[src/common/ptp_time_pkg.sv]
// shared constants for the ptp system-time unit
package ptp_time_pkg;
   // register byte offsets on the axi4-lite slave
   localparam logic [7:0] OFS_CTRL = 8'h00;
   localparam logic [7:0] OFS_SUBSEC_INC = 8'h04;
   localparam logic [7:0] OFS_ADDEND = 8'h08;
   localparam logic [7:0] OFS_TIME_SEC = 8'h0c;
   localparam logic [7:0] OFS_TIME_SUB = 8'h10;
   // control register fields
   localparam int CTL_ENABLE = 0;
   localparam int CTL_PTP_V2 = 1;
   localparam int CTL_DECIMAL = 2;
   localparam int CTL_DEST_FILT = 3;
   localparam int CTL_FINE = 4;
   localparam int CTL_SUBSET_ON = 5;
   localparam int CTL_SEL_LSB = 8;
   localparam int CTL_UDP_V4 = 12;
   localparam int CTL_UDP_V6 = 13;
   localparam int CTL_RAW_L2 = 14;
   localparam int CTL_EVERY_RX = 15;
   localparam logic [31:0] CTRL_MASK = 32'h0000_f73f;
   // reset values
   localparam logic [31:0] CTRL_RST = 32'h0000_0000;
   localparam logic [31:0] SUBSEC_INC_RST = 32'h0000_0000;
   localparam logic [31:0] ADDEND_RST = 32'h0000_0000;
   // subsecond wrap points
   localparam logic [31:0] DECIMAL_MAX = 32'h3ba9_c9ff;
   localparam logic [31:0] BINARY_MAX = 32'h7fff_ffff;
   // frame encapsulation codes from the mac parser
   localparam logic [1:0] ENC_NONE = 2'h0;
   localparam logic [1:0] ENC_RAW_L2 = 2'h1;
   localparam logic [1:0] ENC_UDP_V4 = 2'h2;
   localparam logic [1:0] ENC_UDP_V6 = 2'h3;
   // ptp message type codes and versions
   localparam logic [3:0] MSG_SYNC = 4'h0;
   localparam logic [3:0] MSG_DELAY_REQ = 4'h1;
   localparam logic [3:0] MSG_PDELAY_REQ = 4'h2;
   localparam logic [3:0] MSG_PDELAY_RESP = 4'h3;
   localparam logic [3:0] MSG_FOLLOW_UP = 4'h8;
   localparam logic [3:0] MSG_DELAY_RESP = 4'h9;
   localparam logic [3:0] PTP_VER1 = 4'h1;
   localparam logic [3:0] PTP_VER2 = 4'h2;
   // axi responses
   localparam logic [1:0] RESP_OKAY = 2'h0;
   localparam logic [1:0] RESP_SLVERR = 2'h2;
   // one-of message subset selection
   typedef enum logic [2:0] {
      SEL_SYNC_FOLLOWUP_DELAY, SEL_SYNC_MSGS, SEL_DELAY_REQUEST_MSGS,
      SEL_EVERY_PTP_MSG, SEL_SYNC_PEER_DELAY, SEL_DELAY_REQ_PEER_DELAY,
      SEL_SYNC_DELAY_REQ, SEL_PEER_DELAY_MSGS
   } msg_sel_e;
   // merge write data into a register under byte strobes
   function automatic logic [31:0] apply_wstrb(input logic [31:0] old,
         input logic [31:0] wd, input logic [3:0] strb);
      logic [31:0] r;
      r = old;
      for (int b = 0; b < 4; b++) begin
         if (strb[b]) begin
            r[b*8 +: 8] = wd[b*8 +: 8];
         end
      end
      return r;
   endfunction
endpackage

[src/hw/ptp_sys_time.sv]
// seconds and subseconds counter with addend accumulator
`timescale 1ns/10ps
`default_nettype none
module ptp_sys_time
   import ptp_time_pkg::*;
(
   input wire logic clk_i,
   input wire logic rst_n_i,
   input wire logic run_i,
   input wire logic fine_i,
   input wire logic decimal_i,
   input wire logic [31:0] incr_i,
   input wire logic [31:0] addend_i,
   input wire logic load_sec_i,
   input wire logic load_sub_i,
   input wire logic [31:0] load_val_i,
   output logic [31:0] sec_o,
   output logic [31:0] sub_o
);
   logic [31:0] acc_q, sub_q, sec_q;
   logic [32:0] acc_sum, sub_sum, wrap_lim, sub_red;
   logic tick, wrap;

   // tick every cycle when coarse, on accumulator carry when fine
   always_comb begin
      acc_sum = {1'b0, acc_q} + {1'b0, addend_i};
      sub_sum = {1'b0, sub_q} + {1'b0, incr_i};
      wrap_lim = {1'b0, decimal_i ? DECIMAL_MAX : BINARY_MAX} + 33'h1;
      sub_red = sub_sum - wrap_lim;
      tick = run_i && (fine_i ? acc_sum[32] : 1'b1);
      wrap = sub_sum >= wrap_lim;
   end

   // accumulator only moves while running in fine mode
   always_ff @(posedge clk_i or negedge rst_n_i) begin
      if (!rst_n_i) begin
         acc_q <= 32'h0;
      end else if (run_i && fine_i) begin
         acc_q <= acc_sum[31:0];
      end
   end

   // subseconds keep the remainder past the wrap, so exact steps land on 0
   always_ff @(posedge clk_i or negedge rst_n_i) begin
      if (!rst_n_i) begin
         sub_q <= 32'h0;
      end else if (load_sub_i) begin
         sub_q <= load_val_i;
      end else if (tick) begin
         sub_q <= wrap ? sub_red[31:0] : sub_sum[31:0];
      end
   end

   // seconds step once per subsecond wrap
   always_ff @(posedge clk_i or negedge rst_n_i) begin
      if (!rst_n_i) begin
         sec_q <= 32'h0;
      end else if (load_sec_i) begin
         sec_q <= load_val_i;
      end else if (tick && wrap) begin
         sec_q <= sec_q + 32'h1;
      end
   end

   assign sec_o = sec_q;
   assign sub_o = sub_q;
endmodule
`default_nettype wire

[src/hw/ptp_frame_filter.sv]
// decides whether a received frame gets a timestamp
`timescale 1ns/10ps
`default_nettype none
module ptp_frame_filter
   import ptp_time_pkg::*;
(
   input wire logic [31:0] ctrl_i,
   input wire logic is_ptp_i,
   input wire logic [1:0] encap_i,
   input wire logic [3:0] ver_i,
   input wire logic [3:0] msg_i,
   input wire logic dest_match_i,
   output logic stamp_ok_o
);
   // membership of a message code in a one-of subset
   function automatic logic msg_in_sel(input msg_sel_e sel,
         input logic [3:0] m);
      logic sy, dq, pd, fu;
      sy = (m == MSG_SYNC);
      dq = (m == MSG_DELAY_REQ);
      pd = (m == MSG_PDELAY_REQ) || (m == MSG_PDELAY_RESP);
      fu = (m == MSG_FOLLOW_UP) || (m == MSG_DELAY_RESP);
      case (sel)
         SEL_SYNC_FOLLOWUP_DELAY: return sy || dq || fu;
         SEL_SYNC_MSGS: return sy;
         SEL_DELAY_REQUEST_MSGS: return dq;
         SEL_EVERY_PTP_MSG: return 1'b1;
         SEL_SYNC_PEER_DELAY: return sy || pd;
         SEL_DELAY_REQ_PEER_DELAY: return dq || pd;
         SEL_SYNC_DELAY_REQ: return dq;
         SEL_PEER_DELAY_MSGS: return pd;
         default: return 1'b0;
      endcase
   endfunction

   logic enc_ok, ver_ok, dest_ok, msg_ok;
   msg_sel_e sel;

   // each encapsulation gated by its own option
   always_comb begin
      sel = msg_sel_e'(ctrl_i[CTL_SEL_LSB +: 3]);
      case (encap_i)
         ENC_RAW_L2: enc_ok = ctrl_i[CTL_RAW_L2];
         ENC_UDP_V4: enc_ok = ctrl_i[CTL_UDP_V4];
         ENC_UDP_V6: enc_ok = ctrl_i[CTL_UDP_V6];
         default: enc_ok = 1'b0;
      endcase
      ver_ok = ver_i == (ctrl_i[CTL_PTP_V2] ? PTP_VER2 : PTP_VER1);
      dest_ok = !ctrl_i[CTL_DEST_FILT] || dest_match_i;
      // no subset chosen falls back to the sync/delay four
      msg_ok = ctrl_i[CTL_SUBSET_ON] ? msg_in_sel(sel, msg_i)
         : msg_in_sel(SEL_SYNC_FOLLOWUP_DELAY, msg_i);
      stamp_ok_o = ctrl_i[CTL_ENABLE] && (is_ptp_i
         ? (enc_ok && ver_ok && dest_ok && msg_ok)
         : ctrl_i[CTL_EVERY_RX]);
   end
endmodule
`default_nettype wire

[src/hw/ptp_timestamp_clock_config.sv]
// ptp system-time unit: axi4-lite registers, time counter, stamps
`timescale 1ns/10ps
`default_nettype none
module ptp_timestamp_clock_config
   import ptp_time_pkg::*;
(
   input wire logic CLK_SYS_I,
   input wire logic RESETN_I,
   input wire logic [7:0] AWADDR_I,
   input wire logic AWVALID_I,
   output logic AWREADY_O,
   input wire logic [31:0] WDATA_I,
   input wire logic [3:0] WSTRB_I,
   input wire logic WVALID_I,
   output logic WREADY_O,
   output logic [1:0] BRESP_O,
   output logic BVALID_O,
   input wire logic BREADY_I,
   input wire logic [7:0] ARADDR_I,
   input wire logic ARVALID_I,
   output logic ARREADY_O,
   output logic [31:0] RDATA_O,
   output logic [1:0] RRESP_O,
   output logic RVALID_O,
   input wire logic RREADY_I,
   input wire logic RX_FRAME_VALID_I,
   input wire logic RX_IS_PTP_I,
   input wire logic [1:0] RX_ENCAP_I,
   input wire logic [3:0] RX_PTP_VER_I,
   input wire logic [3:0] RX_MSG_TYPE_I,
   input wire logic RX_DEST_MATCH_I,
   input wire logic TX_STAMP_REQ_I,
   output logic RX_STAMP_VALID_O,
   output logic [31:0] RX_STAMP_SEC_O,
   output logic [31:0] RX_STAMP_SUB_O,
   output logic TX_STAMP_VALID_O,
   output logic [31:0] TX_STAMP_SEC_O,
   output logic [31:0] TX_STAMP_SUB_O,
   output logic [31:0] TIME_SEC_O,
   output logic [31:0] TIME_SUB_O
);
   // true for the byte offsets that hold a register
   function automatic logic is_mapped(input logic [7:0] a);
      return a == OFS_CTRL || a == OFS_SUBSEC_INC || a == OFS_ADDEND
         || a == OFS_TIME_SEC || a == OFS_TIME_SUB;
   endfunction

   logic rst_meta_n_q, rst_n_q;
   logic awready_q, aw_full_q, wready_q, w_full_q;
   logic arready_q, ar_full_q, bvalid_q, rvalid_q;
   logic [1:0] bresp_q, rresp_q;
   logic [7:0] awaddr_q;
   logic [31:0] wdata_q, rdata_q;
   logic [3:0] wstrb_q;
   logic [31:0] ctrl_q, incr_q, addend_q;
   logic [31:0] sec_now, sub_now, load_val;
   logic wr_fire, load_sec, load_sub, stamp_ok;
   logic rx_vld_q, tx_vld_q;
   logic [31:0] rx_sec_q, rx_sub_q, tx_sec_q, tx_sub_q;

   // reset released through two flops; assertion is still immediate
   always_ff @(posedge CLK_SYS_I or negedge RESETN_I) begin
      if (!RESETN_I) begin
         rst_meta_n_q <= 1'b0;
         rst_n_q <= 1'b0;
      end else begin
         rst_meta_n_q <= 1'b1;
         rst_n_q <= rst_meta_n_q;
      end
   end

   // write address channel, one write outstanding at a time
   always_ff @(posedge CLK_SYS_I or negedge rst_n_q) begin
      if (!rst_n_q) begin
         awready_q <= 1'b0;
         aw_full_q <= 1'b0;
         awaddr_q <= 8'h00;
      end else if (AWVALID_I && awready_q) begin
         awready_q <= 1'b0;
         aw_full_q <= 1'b1;
         awaddr_q <= AWADDR_I;
      end else if (bvalid_q && BREADY_I) begin
         awready_q <= 1'b1;
         aw_full_q <= 1'b0;
      end else begin
         awready_q <= !aw_full_q;
      end
   end

   // write data channel, taken independently of the address
   always_ff @(posedge CLK_SYS_I or negedge rst_n_q) begin
      if (!rst_n_q) begin
         wready_q <= 1'b0;
         w_full_q <= 1'b0;
         wdata_q <= 32'h0;
         wstrb_q <= 4'h0;
      end else if (WVALID_I && wready_q) begin
         wready_q <= 1'b0;
         w_full_q <= 1'b1;
         wdata_q <= WDATA_I;
         wstrb_q <= WSTRB_I;
      end else if (bvalid_q && BREADY_I) begin
         wready_q <= 1'b1;
         w_full_q <= 1'b0;
      end else begin
         wready_q <= !w_full_q;
      end
   end

   // both halves held and no answer pending: commit the write
   assign wr_fire = aw_full_q && w_full_q && !bvalid_q;
   assign load_sec = wr_fire && awaddr_q == OFS_TIME_SEC;
   assign load_sub = wr_fire && awaddr_q == OFS_TIME_SUB;
   assign load_val = apply_wstrb(load_sec ? sec_now : sub_now,
      wdata_q, wstrb_q);

   // write response; unmapped offsets answer slverr and change nothing
   always_ff @(posedge CLK_SYS_I or negedge rst_n_q) begin
      if (!rst_n_q) begin
         bvalid_q <= 1'b0;
         bresp_q <= RESP_OKAY;
      end else if (wr_fire) begin
         bvalid_q <= 1'b1;
         bresp_q <= is_mapped(awaddr_q) ? RESP_OKAY : RESP_SLVERR;
      end else if (BREADY_I) begin
         bvalid_q <= 1'b0;
      end
   end

   // configuration registers written by software
   always_ff @(posedge CLK_SYS_I or negedge rst_n_q) begin
      if (!rst_n_q) begin
         ctrl_q <= CTRL_RST;
         incr_q <= SUBSEC_INC_RST;
         addend_q <= ADDEND_RST;
      end else if (wr_fire) begin
         case (awaddr_q)
            OFS_CTRL: ctrl_q <= apply_wstrb(ctrl_q, wdata_q, wstrb_q)
               & CTRL_MASK;
            OFS_SUBSEC_INC: incr_q <= apply_wstrb(incr_q, wdata_q, wstrb_q);
            OFS_ADDEND: addend_q <= apply_wstrb(addend_q, wdata_q, wstrb_q);
            default: ;
         endcase
      end
   end

   // read channel; data and answer come one cycle after the address
   always_ff @(posedge CLK_SYS_I or negedge rst_n_q) begin
      if (!rst_n_q) begin
         arready_q <= 1'b0;
         ar_full_q <= 1'b0;
         rvalid_q <= 1'b0;
         rresp_q <= RESP_OKAY;
         rdata_q <= 32'h0;
      end else if (ARVALID_I && arready_q) begin
         arready_q <= 1'b0;
         ar_full_q <= 1'b1;
         rvalid_q <= 1'b1;
         rresp_q <= is_mapped(ARADDR_I) ? RESP_OKAY : RESP_SLVERR;
         case (ARADDR_I)
            OFS_CTRL: rdata_q <= ctrl_q;
            OFS_SUBSEC_INC: rdata_q <= incr_q;
            OFS_ADDEND: rdata_q <= addend_q;
            OFS_TIME_SEC: rdata_q <= sec_now;
            OFS_TIME_SUB: rdata_q <= sub_now;
            default: rdata_q <= 32'h0;
         endcase
      end else if (rvalid_q && RREADY_I) begin
         arready_q <= 1'b1;
         ar_full_q <= 1'b0;
         rvalid_q <= 1'b0;
      end else begin
         arready_q <= !ar_full_q;
      end
   end

   // the time base itself
   ptp_sys_time u_time (
      .clk_i(CLK_SYS_I),
      .rst_n_i(rst_n_q),
      .run_i(ctrl_q[CTL_ENABLE]),
      .fine_i(ctrl_q[CTL_FINE]),
      .decimal_i(ctrl_q[CTL_DECIMAL]),
      .incr_i(incr_q),
      .addend_i(addend_q),
      .load_sec_i(load_sec),
      .load_sub_i(load_sub),
      .load_val_i(load_val),
      .sec_o(sec_now),
      .sub_o(sub_now)
   );

   // receive frame classification
   ptp_frame_filter u_filter (
      .ctrl_i(ctrl_q),
      .is_ptp_i(RX_IS_PTP_I),
      .encap_i(RX_ENCAP_I),
      .ver_i(RX_PTP_VER_I),
      .msg_i(RX_MSG_TYPE_I),
      .dest_match_i(RX_DEST_MATCH_I),
      .stamp_ok_o(stamp_ok)
   );

   // receive stamp captures the time of the frame's valid cycle
   always_ff @(posedge CLK_SYS_I or negedge rst_n_q) begin
      if (!rst_n_q) begin
         rx_vld_q <= 1'b0;
         rx_sec_q <= 32'h0;
         rx_sub_q <= 32'h0;
      end else begin
         rx_vld_q <= RX_FRAME_VALID_I && stamp_ok;
         if (RX_FRAME_VALID_I && stamp_ok) begin
            rx_sec_q <= sec_now;
            rx_sub_q <= sub_now;
         end
      end
   end

   // transmit stamp on request, only while the unit runs
   always_ff @(posedge CLK_SYS_I or negedge rst_n_q) begin
      if (!rst_n_q) begin
         tx_vld_q <= 1'b0;
         tx_sec_q <= 32'h0;
         tx_sub_q <= 32'h0;
      end else begin
         tx_vld_q <= TX_STAMP_REQ_I && ctrl_q[CTL_ENABLE];
         if (TX_STAMP_REQ_I && ctrl_q[CTL_ENABLE]) begin
            tx_sec_q <= sec_now;
            tx_sub_q <= sub_now;
         end
      end
   end

   assign AWREADY_O = awready_q;
   assign WREADY_O = wready_q;
   assign BVALID_O = bvalid_q;
   assign BRESP_O = bresp_q;
   assign ARREADY_O = arready_q;
   assign RVALID_O = rvalid_q;
   assign RRESP_O = rresp_q;
   assign RDATA_O = rdata_q;
   assign RX_STAMP_VALID_O = rx_vld_q;
   assign RX_STAMP_SEC_O = rx_sec_q;
   assign RX_STAMP_SUB_O = rx_sub_q;
   assign TX_STAMP_VALID_O = tx_vld_q;
   assign TX_STAMP_SEC_O = tx_sec_q;
   assign TX_STAMP_SUB_O = tx_sub_q;
   // reference time straight from the counter flops
   assign TIME_SEC_O = sec_now;
   assign TIME_SUB_O = sub_now;
endmodule
`default_nettype wire

[config.mk]
export PLATFORM = sky130hd
export DESIGN_NAME = ptp_timestamp_clock_config
export DESIGN_NICKNAME = d
export VERILOG_FILES = /design/src/common/ptp_time_pkg.sv /design/src/hw/ptp_sys_time.sv /design/src/hw/ptp_frame_filter.sv /design/src/hw/ptp_timestamp_clock_config.sv
export SDC_FILE = /design/constraint.sdc
export NUM_CORES = 1
export LEC_CHECK = 0
export BUFFER_PORTS_ARGS = -buffer_cell sky130_fd_sc_hd__buf_2
export CORE_UTILIZATION = 30
export CTS_CLUSTER_DIAMETER = 50
export CTS_CLUSTER_SIZE = 28
export DETAILED_ROUTE_END_ITERATION = 10
export PLACE_DENSITY = 0.46
export SYNTH_ARGS = -nofsm -noshare
export SYNTH_HDL_FRONTEND = slang
export SYNTH_SLANG_ARGS = --single-unit
[constraint.sdc]
create_clock -name CLK_SYS_I -period 12.6 [get_ports CLK_SYS_I]
set_input_delay 2.52 -clock CLK_SYS_I [delete_from_list [all_inputs] [get_ports CLK_SYS_I]]
set_output_delay 2.52 -clock CLK_SYS_I [all_outputs]
set_load 0.02 [all_outputs]
==> metrics.txt, run 1 <==
outcome finished clean; setup_tns 0 ns; DRT antenna net count 0; DRT iter0 DRCs 1737; crit path DAT 6.85 ns; max-slew violations 0; via count 18200; initial antenna violation count 1; Clock Latency Late Sink 0.65 ns; post-DR vias/cell 5.44; GPL Wtd Cong 0.904; die height 270 um; Hold Vio Cnt, Final 0; launch point of the worst path u_time.sub_o[0]$_DFFE_PN0P_; endpoint type of the worst setup path flop; filler cell count in the final layout 7106; dominant cells by area after synthesis dfrtp_1 (45%), mux2_2 (14%), nand2_1 (4.6%); number of library cell types mapped by synthesis 91; Seq/Total Area, Yosys 45.2%; total power 5.94 mW; HPWL Detailed 58.5 mm; CTS tree done; clk sinks 390; R2R depth 17; TritonCTS buffer count 59; CP Class reg -> reg; total grt overflow 0; Pleak 12.7 nW; Syn Area/Cell 10.4 um^2; yosys synthesis warning count 0; Layout Nets 2507; number of synthesized flops with an enable pin 0; H-Tree Depth 2; Tcrit/Tclk final 50.1%; Starting Density 30.5%; DIE WIDTH 270 um; #FFs+latches synth 390; measured slew at the worst slew-check pin 1.16 ns; IO buf count 305; met1 usage 31.2%; min cycle time layout 6.32 ns; max_cap viols 0; Reg-to-Reg Start u_time.sub_o[0]$_DFFE_PN0P_; placed cell area 24100 um^2; met3 GRT Util 4.49%; Mapped Area 21600 um^2; Cell Rows 97; area of the core 70600 um^2; slew margin rel. 22.8%; first-pass GRT wire length 119 mm; Final Setup Violations 0; largest net degree at the start of global routing 155; final wirelength 80.2 mm; Avg WL per Cell 24.0 um; crit path max fanout 18; top cells by count, synth dfrtp_1 (390), mux2_2 (267), nand2_1 (267); pwr/cell area 226 nW/um^2; Synth top area share 45.2%; Post-CTS Setup Repair Bufs 0; layout cells sized above 1 31.4%; Worst Skew 0.0319 ns; vias in the first global route 17800; prevailing post-synth register cell dfrtp_1; Layout Cells excl Fill 3343; RSZ-0062 raised after global routing no; Max clock buf depth 3; Worst Path Required 13.13 ns; cell taking the most area after synthesis dfrtp_1; die footprint 73000 um^2; Setup Slack @ Placement 6.40 ns; met2 GRT Util 31.8%; count leader, synth dfrtp_1; IO Pins 308; Mapped Cells 2076; Max rail drop VDD 0.000137 V; hold_buf cts 0; Setup crit start kind flop; Clk pin slew, worst setup/hold paths 0.06 ns; DRT Pass-1 Iters 8; Multi-input gate area 11300 um^2; Post-CTS Resized 0; Post-synth ARST share 100%; Max Clk Rate 0.158 GHz; register area 9760 um^2; # DRC 0; Area Growth Syn to Fin 21.9%; Placed Cells 3232; Hold Crit Class reg -> async; Root Buffer clkbuf_16; GRT Resource Usage Total 21.6%; most crowded layer after global routing met2; Final WS setup 6.28 ns; Finished Cell Area 26300 um^2
==> sequential cells by signal (all words and copies together) (netlist names), 8 cells and up <==
signal / cells
RDATA_O: 32
RX_STAMP_SEC_O: 32
RX_STAMP_SUB_O: 32
TX_STAMP_SEC_O: 32
TX_STAMP_SUB_O: 32
addend_q: 32
incr_q: 32
u_time.acc_q: 32
u_time.sec_o: 32
u_time.sub_o: 32
wdata_q: 32
ctrl_q: 13
awaddr_q: 8
==> per-layer routing <==
metal	wire length, um	vias to the layer above
met5	13	-
met4	2780	2
met3	5450	139
met2	34300	626
met1	37600	9146
li1	-	8267
==> critical path, stage by stage, from the launching register on <==
cell and delay, ns:
dfrtp_1 0.49, ha_1 0.29, fa_1 0.43, a211oi_1 0.37, o21a_1 0.29, o221ai_4 0.19, a21boi_0 0.41, nor3_1 0.14
o31ai_1 0.30, a21oi_1 0.13, xor2_1 0.19, ha_1 0.22, or4_1 0.51, o21ai_0 0.27, o21a_1 0.84, nand2_4 0.41
mux2_1 0.43, a211o_1 0.29
==> cell type report <==
class                           count  share of cell area (%)
Antenna cell                        1                 0.00952
Multi-Input combinational cell   1540                    43.0
Clock buffer                       62                    5.70
Sequential cell                   390                    37.1
Tap cell                          940                    4.47
Inverter                           28                   0.400
Clock inverter                     48                    2.59
Timing Repair Buffer              334                    6.68
==> through the flow <==
step,hold WS [ns],utilization (%)
2_1_floorplan,0.331,-
5_1_grt,0.369,37.2
6_report,0.350,37.2
4_1_cts,0.356,37.2
3_3_place_gp,0.338,34.1
3_5_place_dp,0.341,34.1
==> placed cells by master, fill, tap and decap left out, drive strengths merged, types with 14 or more instances in the layout <==
master	count
ha	79
dfrtp	390
o21ai	128
a21o	28
nand3	40
nor2	87
a22o	33
xor2	31
mux2	268
inv	50
buf	334
and3	25
o31ai	17
xnor2	41
a21oi	119
nand2	269
nor3	29
mux2i	21
a222oi	32
clkbuf	62
nor2b	14
o21a	18
a211oi	30
a31oi	36
and2	20
==> worst paths after layout <==
kind / to / slack (ns)
worst max-delay path: u_time.sub_o[28]$_DFFE_PN0P_ / 6.28
worst min-delay path: wdata_q[8]$_DFFE_PN0P_ / 0.35
worst max register to register: u_time.sub_o[28]$_DFFE_PN0P_ / 6.28
worst min register to register: wdata_q[8]$_DFFE_PN0P_ / 0.35
max in group asynchronous: u_time.sec_o[23]$_DFFE_PN0P_ / 10.07
min in group CLK_SYS_I: rst_n_q$_DFF_PN0_ / 0.35
==> power breakdown <==
part	leakage [nW]	internal, mW	switching, mW
registers	5.19	1.49	0.504
clock network	1.06	1.12	0.706
logic	6.50	0.789	1.34
total	12.7	3.39	2.55
==> cell families (layout without fill, tap and decap cells) <==
family | after synthesis | in the layout | share of synthesized area, %
other cells | 2 | 4 | 0.0348
flops | 390 | 390 | 45.2
xor+xnor | 72 | 72 | 2.92
simple gates | 554 | 554 | 11.9
mux | 289 | 289 | 15.0
fa+ha+maj | 81 | 81 | 4.77
buf+inv | 147 | 472 | 2.69
compound gates | 541 | 541 | 17.5
Power figures use the tool's default switching activity.
==> inputs of run 2 (changes only) <==
--- a/config.mk
+++ b/config.mk
@@ -5,6 +5,7 @@
 export SDC_FILE = /design/constraint.sdc
 export NUM_CORES = 1
 export LEC_CHECK = 0
+export ABC_AREA = 1
 export BUFFER_PORTS_ARGS = -buffer_cell sky130_fd_sc_hd__buf_2
 export CORE_UTILIZATION = 30
 export CTS_CLUSTER_DIAMETER = 50
==> constraint.sdc (replaced) <==
create_clock -name CLK_SYS_I -period 5.35 [get_ports CLK_SYS_I]
set_input_delay 1.07 -clock CLK_SYS_I [delete_from_list [all_inputs] [get_ports CLK_SYS_I]]
set_output_delay 1.07 -clock CLK_SYS_I [all_outputs]
set_load 0.02 [all_outputs]
==> metrics.txt, run 2 <==
outcome finished clean; filler cell count in the final layout 7761 (+9.2%); total grt overflow 0 (unchanged); Setup Slack @ Placement 0.522 ns (-5.87 ns); Seq/Total Area, Yosys 43.6% (-1.7 points); Pleak 13.8 nW (+8.5%); crit path max fanout 42 (+24); number of library cell types mapped by synthesis 62 (-32%); min cycle time layout 4.89 ns (-1.43 ns); diode count 0 (-1); Clk pin slew, worst setup/hold paths 0.07 ns (about the same); DRT antenna net count 0 (unchanged); Cell Rows 99 (+2.1%); largest net degree at the start of global routing 157 (+1.3%); Area Growth Syn to Fin 20.7%; Final Core Density 36.8% (-0.40 points); Mapped Cells 2929 (+41%); Final Setup Violations 0 (unchanged); Setup crit start kind flop; Max Clk Rate 0.205 GHz (+29%); Worst path slowest cell fa_1; # DRC 0 (unchanged); DRT Pass-1 Iters 6 (-2); top cells by count, synth nand2_1 (756), dfrtp_1 (390), inv_1 (347); Syn Area/Cell 7.65 um^2 (-26%); Layout Nets 3377 (+35%); register area 9760 um^2 (unchanged); hold_buf cts 0 (unchanged); H-Tree Depth 2 (unchanged); slew margin rel. 29.5% (+6.7 points); area of the core 73500 um^2 (+4.0%); DIE WIDTH 275 um (+1.9%); Tcrit/Tclk final 91.4% (+41 points); GRT Resource Usage Total 24.9% (+3.2 points); initial antenna violation count 2 (+1); CP Class reg -> reg; layout cells sized above 1 16.8% (-15 points); count leader, synth nand2_1; via count 21600 (+19%); Post-synth ARST share 100% (unchanged); die height 275 um (+1.9%); Post-CTS Resized 0 (unchanged); HPWL Detailed 75.5 mm (+29%); number of synthesized flops with an enable pin 0 (unchanged); Clock Latency Late Sink 0.65 ns (about the same); Post-CTS Setup Repair Bufs 0 (unchanged); yosys synthesis warning count 0 (unchanged); pwr/cell area 463 nW/um^2 (+100%); CTS tree done; TritonCTS buffer count 58 (-1.7%); die footprint 75800 um^2 (+3.9%); critical path's most frequent cell nand2_1; post-DR vias/cell 5.11 (-6.0%); max-slew violations 0 (unchanged); Worst Skew 0.0295 ns (-0.00246 ns); #FFs+latches synth 390 (unchanged); GPL Wtd Cong 0.924 (+2.2%); Hold Vio Cnt, Final 0 (unchanged); measured slew at the worst slew-check pin 1.05 ns (-0.108 ns); endpoint type of the worst setup path flop; crit path DAT 5.45 ns (-1.40 ns); first-pass GRT wire length 138 mm (+16%); vias in the first global route 20500 (+15%); prevailing post-synth register cell dfrtp_1; IO Pins 308 (unchanged); dominant cells by area after synthesis dfrtp_1 (44%), nand2_1 (13%), o21ai_0 (7.5%); leading cell type in the layout, fill and taps excluded nand2_1; clk sinks 390 (unchanged); setup_tns 0 ns (unchanged); Multi-input gate area 10900 um^2 (-3.6%); Mapped Area 22400 um^2 (+3.9%); Max rail drop VDD 0.000244 V (+78%); Root Buffer clkbuf_16; CP peak stage delay 0.46 ns (-0.38 ns); IO buf count 305 (unchanged); Final WS setup 0.461 ns (-5.82 ns); max_cap viols 0 (unchanged); final wirelength 96.3 mm (+20%); commonest cells after routing, fill and taps aside nand2_1 (752), dfrtp_1 (389), inv_1 (347); Avg WL per Cell 22.8 um (-5.1%); Max clock buf depth 3 (unchanged); Starting Density 30.5% (-0.032 points); cell taking the most area after synthesis dfrtp_1; DRT iter0 DRCs 2109 (+21%); Hold Crit Class in -> async; Worst Path Required 5.91 ns (-7.22 ns); Synth top area share 43.6% (-1.7 points); RSZ-0062 raised after global routing no
-- run 2: cell types whose count changed after synthesis, sizes merged, moves of 70 or more --
cell and delta:
mux2 -263, nand3 +104, o22ai +70, o21ai +230
nand2 +517, inv +324, nor2 +138
-- run 2: through the flow --
stage	cells	power (mW)	hold WS, ns	area, um^2
floorplan	2930	6.64	0.331	22400
global placement	4122	8.60	0.336	25000
detailed placement	4122	8.56	0.339	25000
CTS	4231	12.6	0.167	27000
global route	4231	13.2	0.193	27000
finish	4231	12.5	0.207	27000
-- run 2: worst paths after layout --
kind	cells after the start	slack [ns]	start	endpoint
hold reg to reg	0	0.35	rst_meta_n_q$_DFF_PN0_	rst_n_q$_DFF_PN0_
setup / recovery	30	0.46	u_time.sub_o[0]$_DFFE_PN0P_	u_time.sec_o[0]$_DFFE_PN0P_
min in group CLK_SYS_I	0	0.35	rst_meta_n_q$_DFF_PN0_	rst_n_q$_DFF_PN0_
setup reg to reg	30	0.46	u_time.sub_o[0]$_DFFE_PN0P_	u_time.sec_o[0]$_DFFE_PN0P_
max in group asynchronous	1	3.51	rst_n_q$_DFF_PN0_	u_time.acc_q[17]$_DFFE_PN0P_
hold / removal	1	0.21	RESETN_I	rst_n_q$_DFF_PN0_
-- run 2: cells by family (layout without fill, tap and decap cells) --
| family | after synthesis | in the layout | share of synthesized area [%] |
|---|---|---|---|
| AOI/OAI and AO/OA | 675 | 675 | 17.2 |
| xor gates and xnor gates | 67 | 67 | 2.62 |
| adders and majority gates | 81 | 81 | 4.59 |
| buffers and inverters | 462 | 804 | 8.06 |
| DFF | 390 | 390 | 43.6 |
| muxes | 5 | 5 | 0.251 |
| other | 2 | 3 | 0.0335 |
| and+or+nand+nor | 1247 | 1247 | 23.7 |
-- run 2: final cells by class --
class,count,share of cell area [%]
repair buffers,338,6.65
multi-input cells,2078,40.3
flip-flops and latches,390,36.1
clock buffers,64,5.49
well taps,959,4.44
inverters,357,4.96
clock inverters,45,2.06
-- run 2: critical path: cells and delay by family (launching register included) --
kind / cells / cell delay [ns]
adder cells (fa/ha/maj): 3 / 1.14
buffers and inverters: 3 / 0.27
XOR/XNOR: 1 / 0.20
AND/OR/NAND/NOR: 20 / 2.37
flip-flops: 1 / 0.41
AO/OA/AOI/OAI: 3 / 0.35
-- run 2: report_power, final --
part           total [mW]  internal [mW]  switching [mW]  leakage [nW]
Combinational        4.84           1.32            3.52          7.60
Clock                3.96           2.16            1.80         0.986
Sequential           3.72           3.32           0.405          5.24
-- run 2: layer usage --
metal / vias to the layer above / wire, um / global-route usage, %
met1: 10400 / 43000 / 34.5
met4: 0 / 3100 / 7.91
li1: 10300 / - / -
met5: - / 0 / 0
met3: 138 / 6910 / 4.78
met2: 787 / 43300 / 38.9
==> inputs of run 3 (changes only) <==
--- a/config.mk
+++ b/config.mk
@@ -11,7 +11,7 @@
 export CTS_CLUSTER_DIAMETER = 50
 export CTS_CLUSTER_SIZE = 28
 export DETAILED_ROUTE_END_ITERATION = 10
-export PLACE_DENSITY = 0.46
+export PLACE_DENSITY = 0.44
 export SYNTH_ARGS = -nofsm -noshare
 export SYNTH_HDL_FRONTEND = slang
 export SYNTH_SLANG_ARGS = --single-unit
==> constraint.sdc (replaced) <==
create_clock -name CLK_SYS_I -period 5.3 [get_ports CLK_SYS_I]
set_input_delay 1.06 -clock CLK_SYS_I [delete_from_list [all_inputs] [get_ports CLK_SYS_I]]
set_output_delay 1.06 -clock CLK_SYS_I [all_outputs]
set_load 0.02 [all_outputs]
==> metrics.txt, run 3 (synthesis results as in run 2) <==
outcome finished clean; Starting Density 30.5% (unchanged); Int Power 7.27 mW (+6.9%); met2 wire len 43.1 mm (-0.26%); commonest cells after routing, fill and taps aside nand2_1 (752), dfrtp_1 (389), inv_1 (347); Hold Crit Class in -> async; WL met3 6.16 mm (-11%); CTS tree done; die footprint 75800 um^2 (unchanged); Max rail drop VDD 0.000340 V (+39%); Clock Latency Late Sink 0.67 ns (+0.02 ns); DIE WIDTH 275 um (unchanged); H-Tree Depth 2 (unchanged); CP peak stage delay 0.46 ns (about the same); RSZ-0062 raised after global routing no; hold_buf cts 0 (unchanged); setup_tns 0 ns (unchanged); crit path DAT 5.39 ns (-0.06 ns); pwr/cell area 477 nW/um^2 (+3.0%); sequential power share 28.8% (-0.9 points); DRT Pass-1 Iters 5 (-1); Cell Rows 99 (unchanged); Tcrit/Tclk final 92.1% (+0.74 points); Post-CTS Resized 0 (unchanged); die height 275 um (unchanged); min cycle time layout 4.88 ns (-0.00664 ns); switch share 44.2% (-1.5 points); Worst Path Required 5.81 ns (-0.10 ns); Layout Nets 3381 (+0.12%); post-DR vias/cell 5.08 (-0.65%); max_cap viols 0 (unchanged); GPL Wtd Cong 0.897 (-3.0%); Setup Slack @ Placement 0.426 ns (-0.0967 ns); crit path max fanout 42 (unchanged); highest metal used met5; hold_ws 0.184 ns (-0.0235 ns); TritonCTS buffer count 61 (+5.2%); largest net degree at the start of global routing 141 (-10%); leading cell type in the layout, fill and taps excluded nand2_1; Max clock buf depth 3 (unchanged); CP Class reg -> reg; Setup crit start kind flop; Avg WL per Cell 22.8 um (+0.25%); IO buf count 305 (unchanged); HPWL Detailed 76.0 mm (+0.64%); measured slew at the worst slew-check pin 1.36 ns (+0.315 ns); Worst Skew 0.0465 ns (+0.0171 ns); DRT antenna net count 0 (unchanged); Final Setup Violations 0 (unchanged); GRT Resource Usage Total 25.3% (+0.38 points); Area Growth Syn to Fin 21.9%; layout cells sized above 1 17.1% (+0.30 points); Switching Power 5.75 mW (+0.54%); clock group share of total power 33.7% (+2.1 points); via count 21500 (-0.46%); IO Pins 308 (unchanged); wl on met1 44.3 mm (+2.8%); register area 9760 um^2 (unchanged); max-slew violations 0 (unchanged); Max Clk Rate 0.205 GHz (+0.14%); final wirelength 96.7 mm (+0.44%); Clk pin slew, worst setup/hold paths 0.06 ns (about the same); Root Buffer clkbuf_16; # DRC 0 (unchanged); Worst path slowest cell fa_1; slew margin rel. 8.37% (-21 points); critical path's most frequent cell nand2_1; endpoint type of the worst setup path flop; vias in the first global route 20600 (+0.36%); first-pass GRT wire length 141 mm (+1.9%); clk sinks 390 (unchanged); initial antenna violation count 2 (unchanged); Comb power frac 37.4% (-1.3 points); Final WS setup 0.418 ns (-0.0434 ns); Post-CTS Setup Repair Bufs 0 (unchanged); filler cell count in the final layout 7737 (-0.31%); area of the core 73500 um^2 (unchanged); Hold Vio Cnt, Final 0 (unchanged); total grt overflow 0 (unchanged); DRT iter0 DRCs 2073 (-1.7%); Pleak 13.9 nW (+0.76%); Multi-input gate area 10900 um^2 (+0.10%)
-- run 3: changes by cell type in the layout (fill, tap and decap cells not counted), sizes merged --
| cell | delta |
|---|---|
| bufinv | +6 |
| nand2 | +1 |
| diode | +1 |
| clkinv | -2 |
| clkbuf | +3 |
| clkinvlp | +6 |
| inv | -7 |
-- run 3: path summary, 6_finish.rpt --
path	startpoint	end	slack, ns	cells past startpoint
setup / recovery	incr_q[0]$_DFFE_PN0P_	u_time.sec_o[26]$_DFFE_PN0P_	0.42	29
hold / removal	RESETN_I	rst_n_q$_DFF_PN0_	0.18	1
setup reg to reg	incr_q[0]$_DFFE_PN0P_	u_time.sec_o[26]$_DFFE_PN0P_	0.42	29
hold reg to reg	rst_n_q$_DFF_PN0_	WREADY_O$_DFF_PN0_	0.27	0
max in group asynchronous	rst_n_q$_DFF_PN0_	TX_STAMP_SUB_O[2]$_DFFE_PN0P_	3.77	1
min in group CLK_SYS_I	rst_meta_n_q$_DFF_PN0_	rst_n_q$_DFF_PN0_	0.35	0
-- run 3: critical path: cells and delay by family (launching register included) --
kind                       cells  cell delay (ns)
adders and majority gates      3             1.11
buffers and inverters          3             0.26
DFF                            1             0.43
xor gates and xnor gates       1             0.19
AOI/OAI and AO/OA              3             0.35
and+or+nand+nor               19             2.36
-- run 3: metal layers --
layer	global-route usage (%)	vias up
li1	-	10300
met1	35.7	10400
met2	39.0	698
met3	4.38	134
met4	8.32	2
met5	0	-
-- run 3: metrics by stage --
step           cell area (um^2)  cells  utilization (%)  power, mW
2_1_floorplan             22400   2930                -       6.70
3_3_place_gp              25000   4122             34.1       8.67
3_5_place_dp              25000   4122             34.1       8.64
4_1_cts                   27300   4237             37.2       13.1
5_1_grt                   27300   4238             37.2       13.7
6_report                  27300   4239             37.2       13.0
-- run 3: power groups by stage --
stage          clock [mW]  combinational, mW  sequential, mW
2_1_floorplan           0               2.87            3.83
3_3_place_gp            0               4.89            3.79
3_5_place_dp            0               4.84            3.80
4_1_cts              4.45               4.86            3.75
5_1_grt              4.60               5.33            3.80
6_report             4.39               4.88            3.75
-- run 3: final cells by class --
cell class                 instances  share of cell area [%]
antenna                            1                 0.00916
clock buffer                      67                    5.86
clock inverter                    48                    2.48
inverter                         357                    4.91
multi-input combinational       2079                    40.0
sequential                       390                    35.8
tap                              959                    4.39
timing repair buffer             338                    6.63
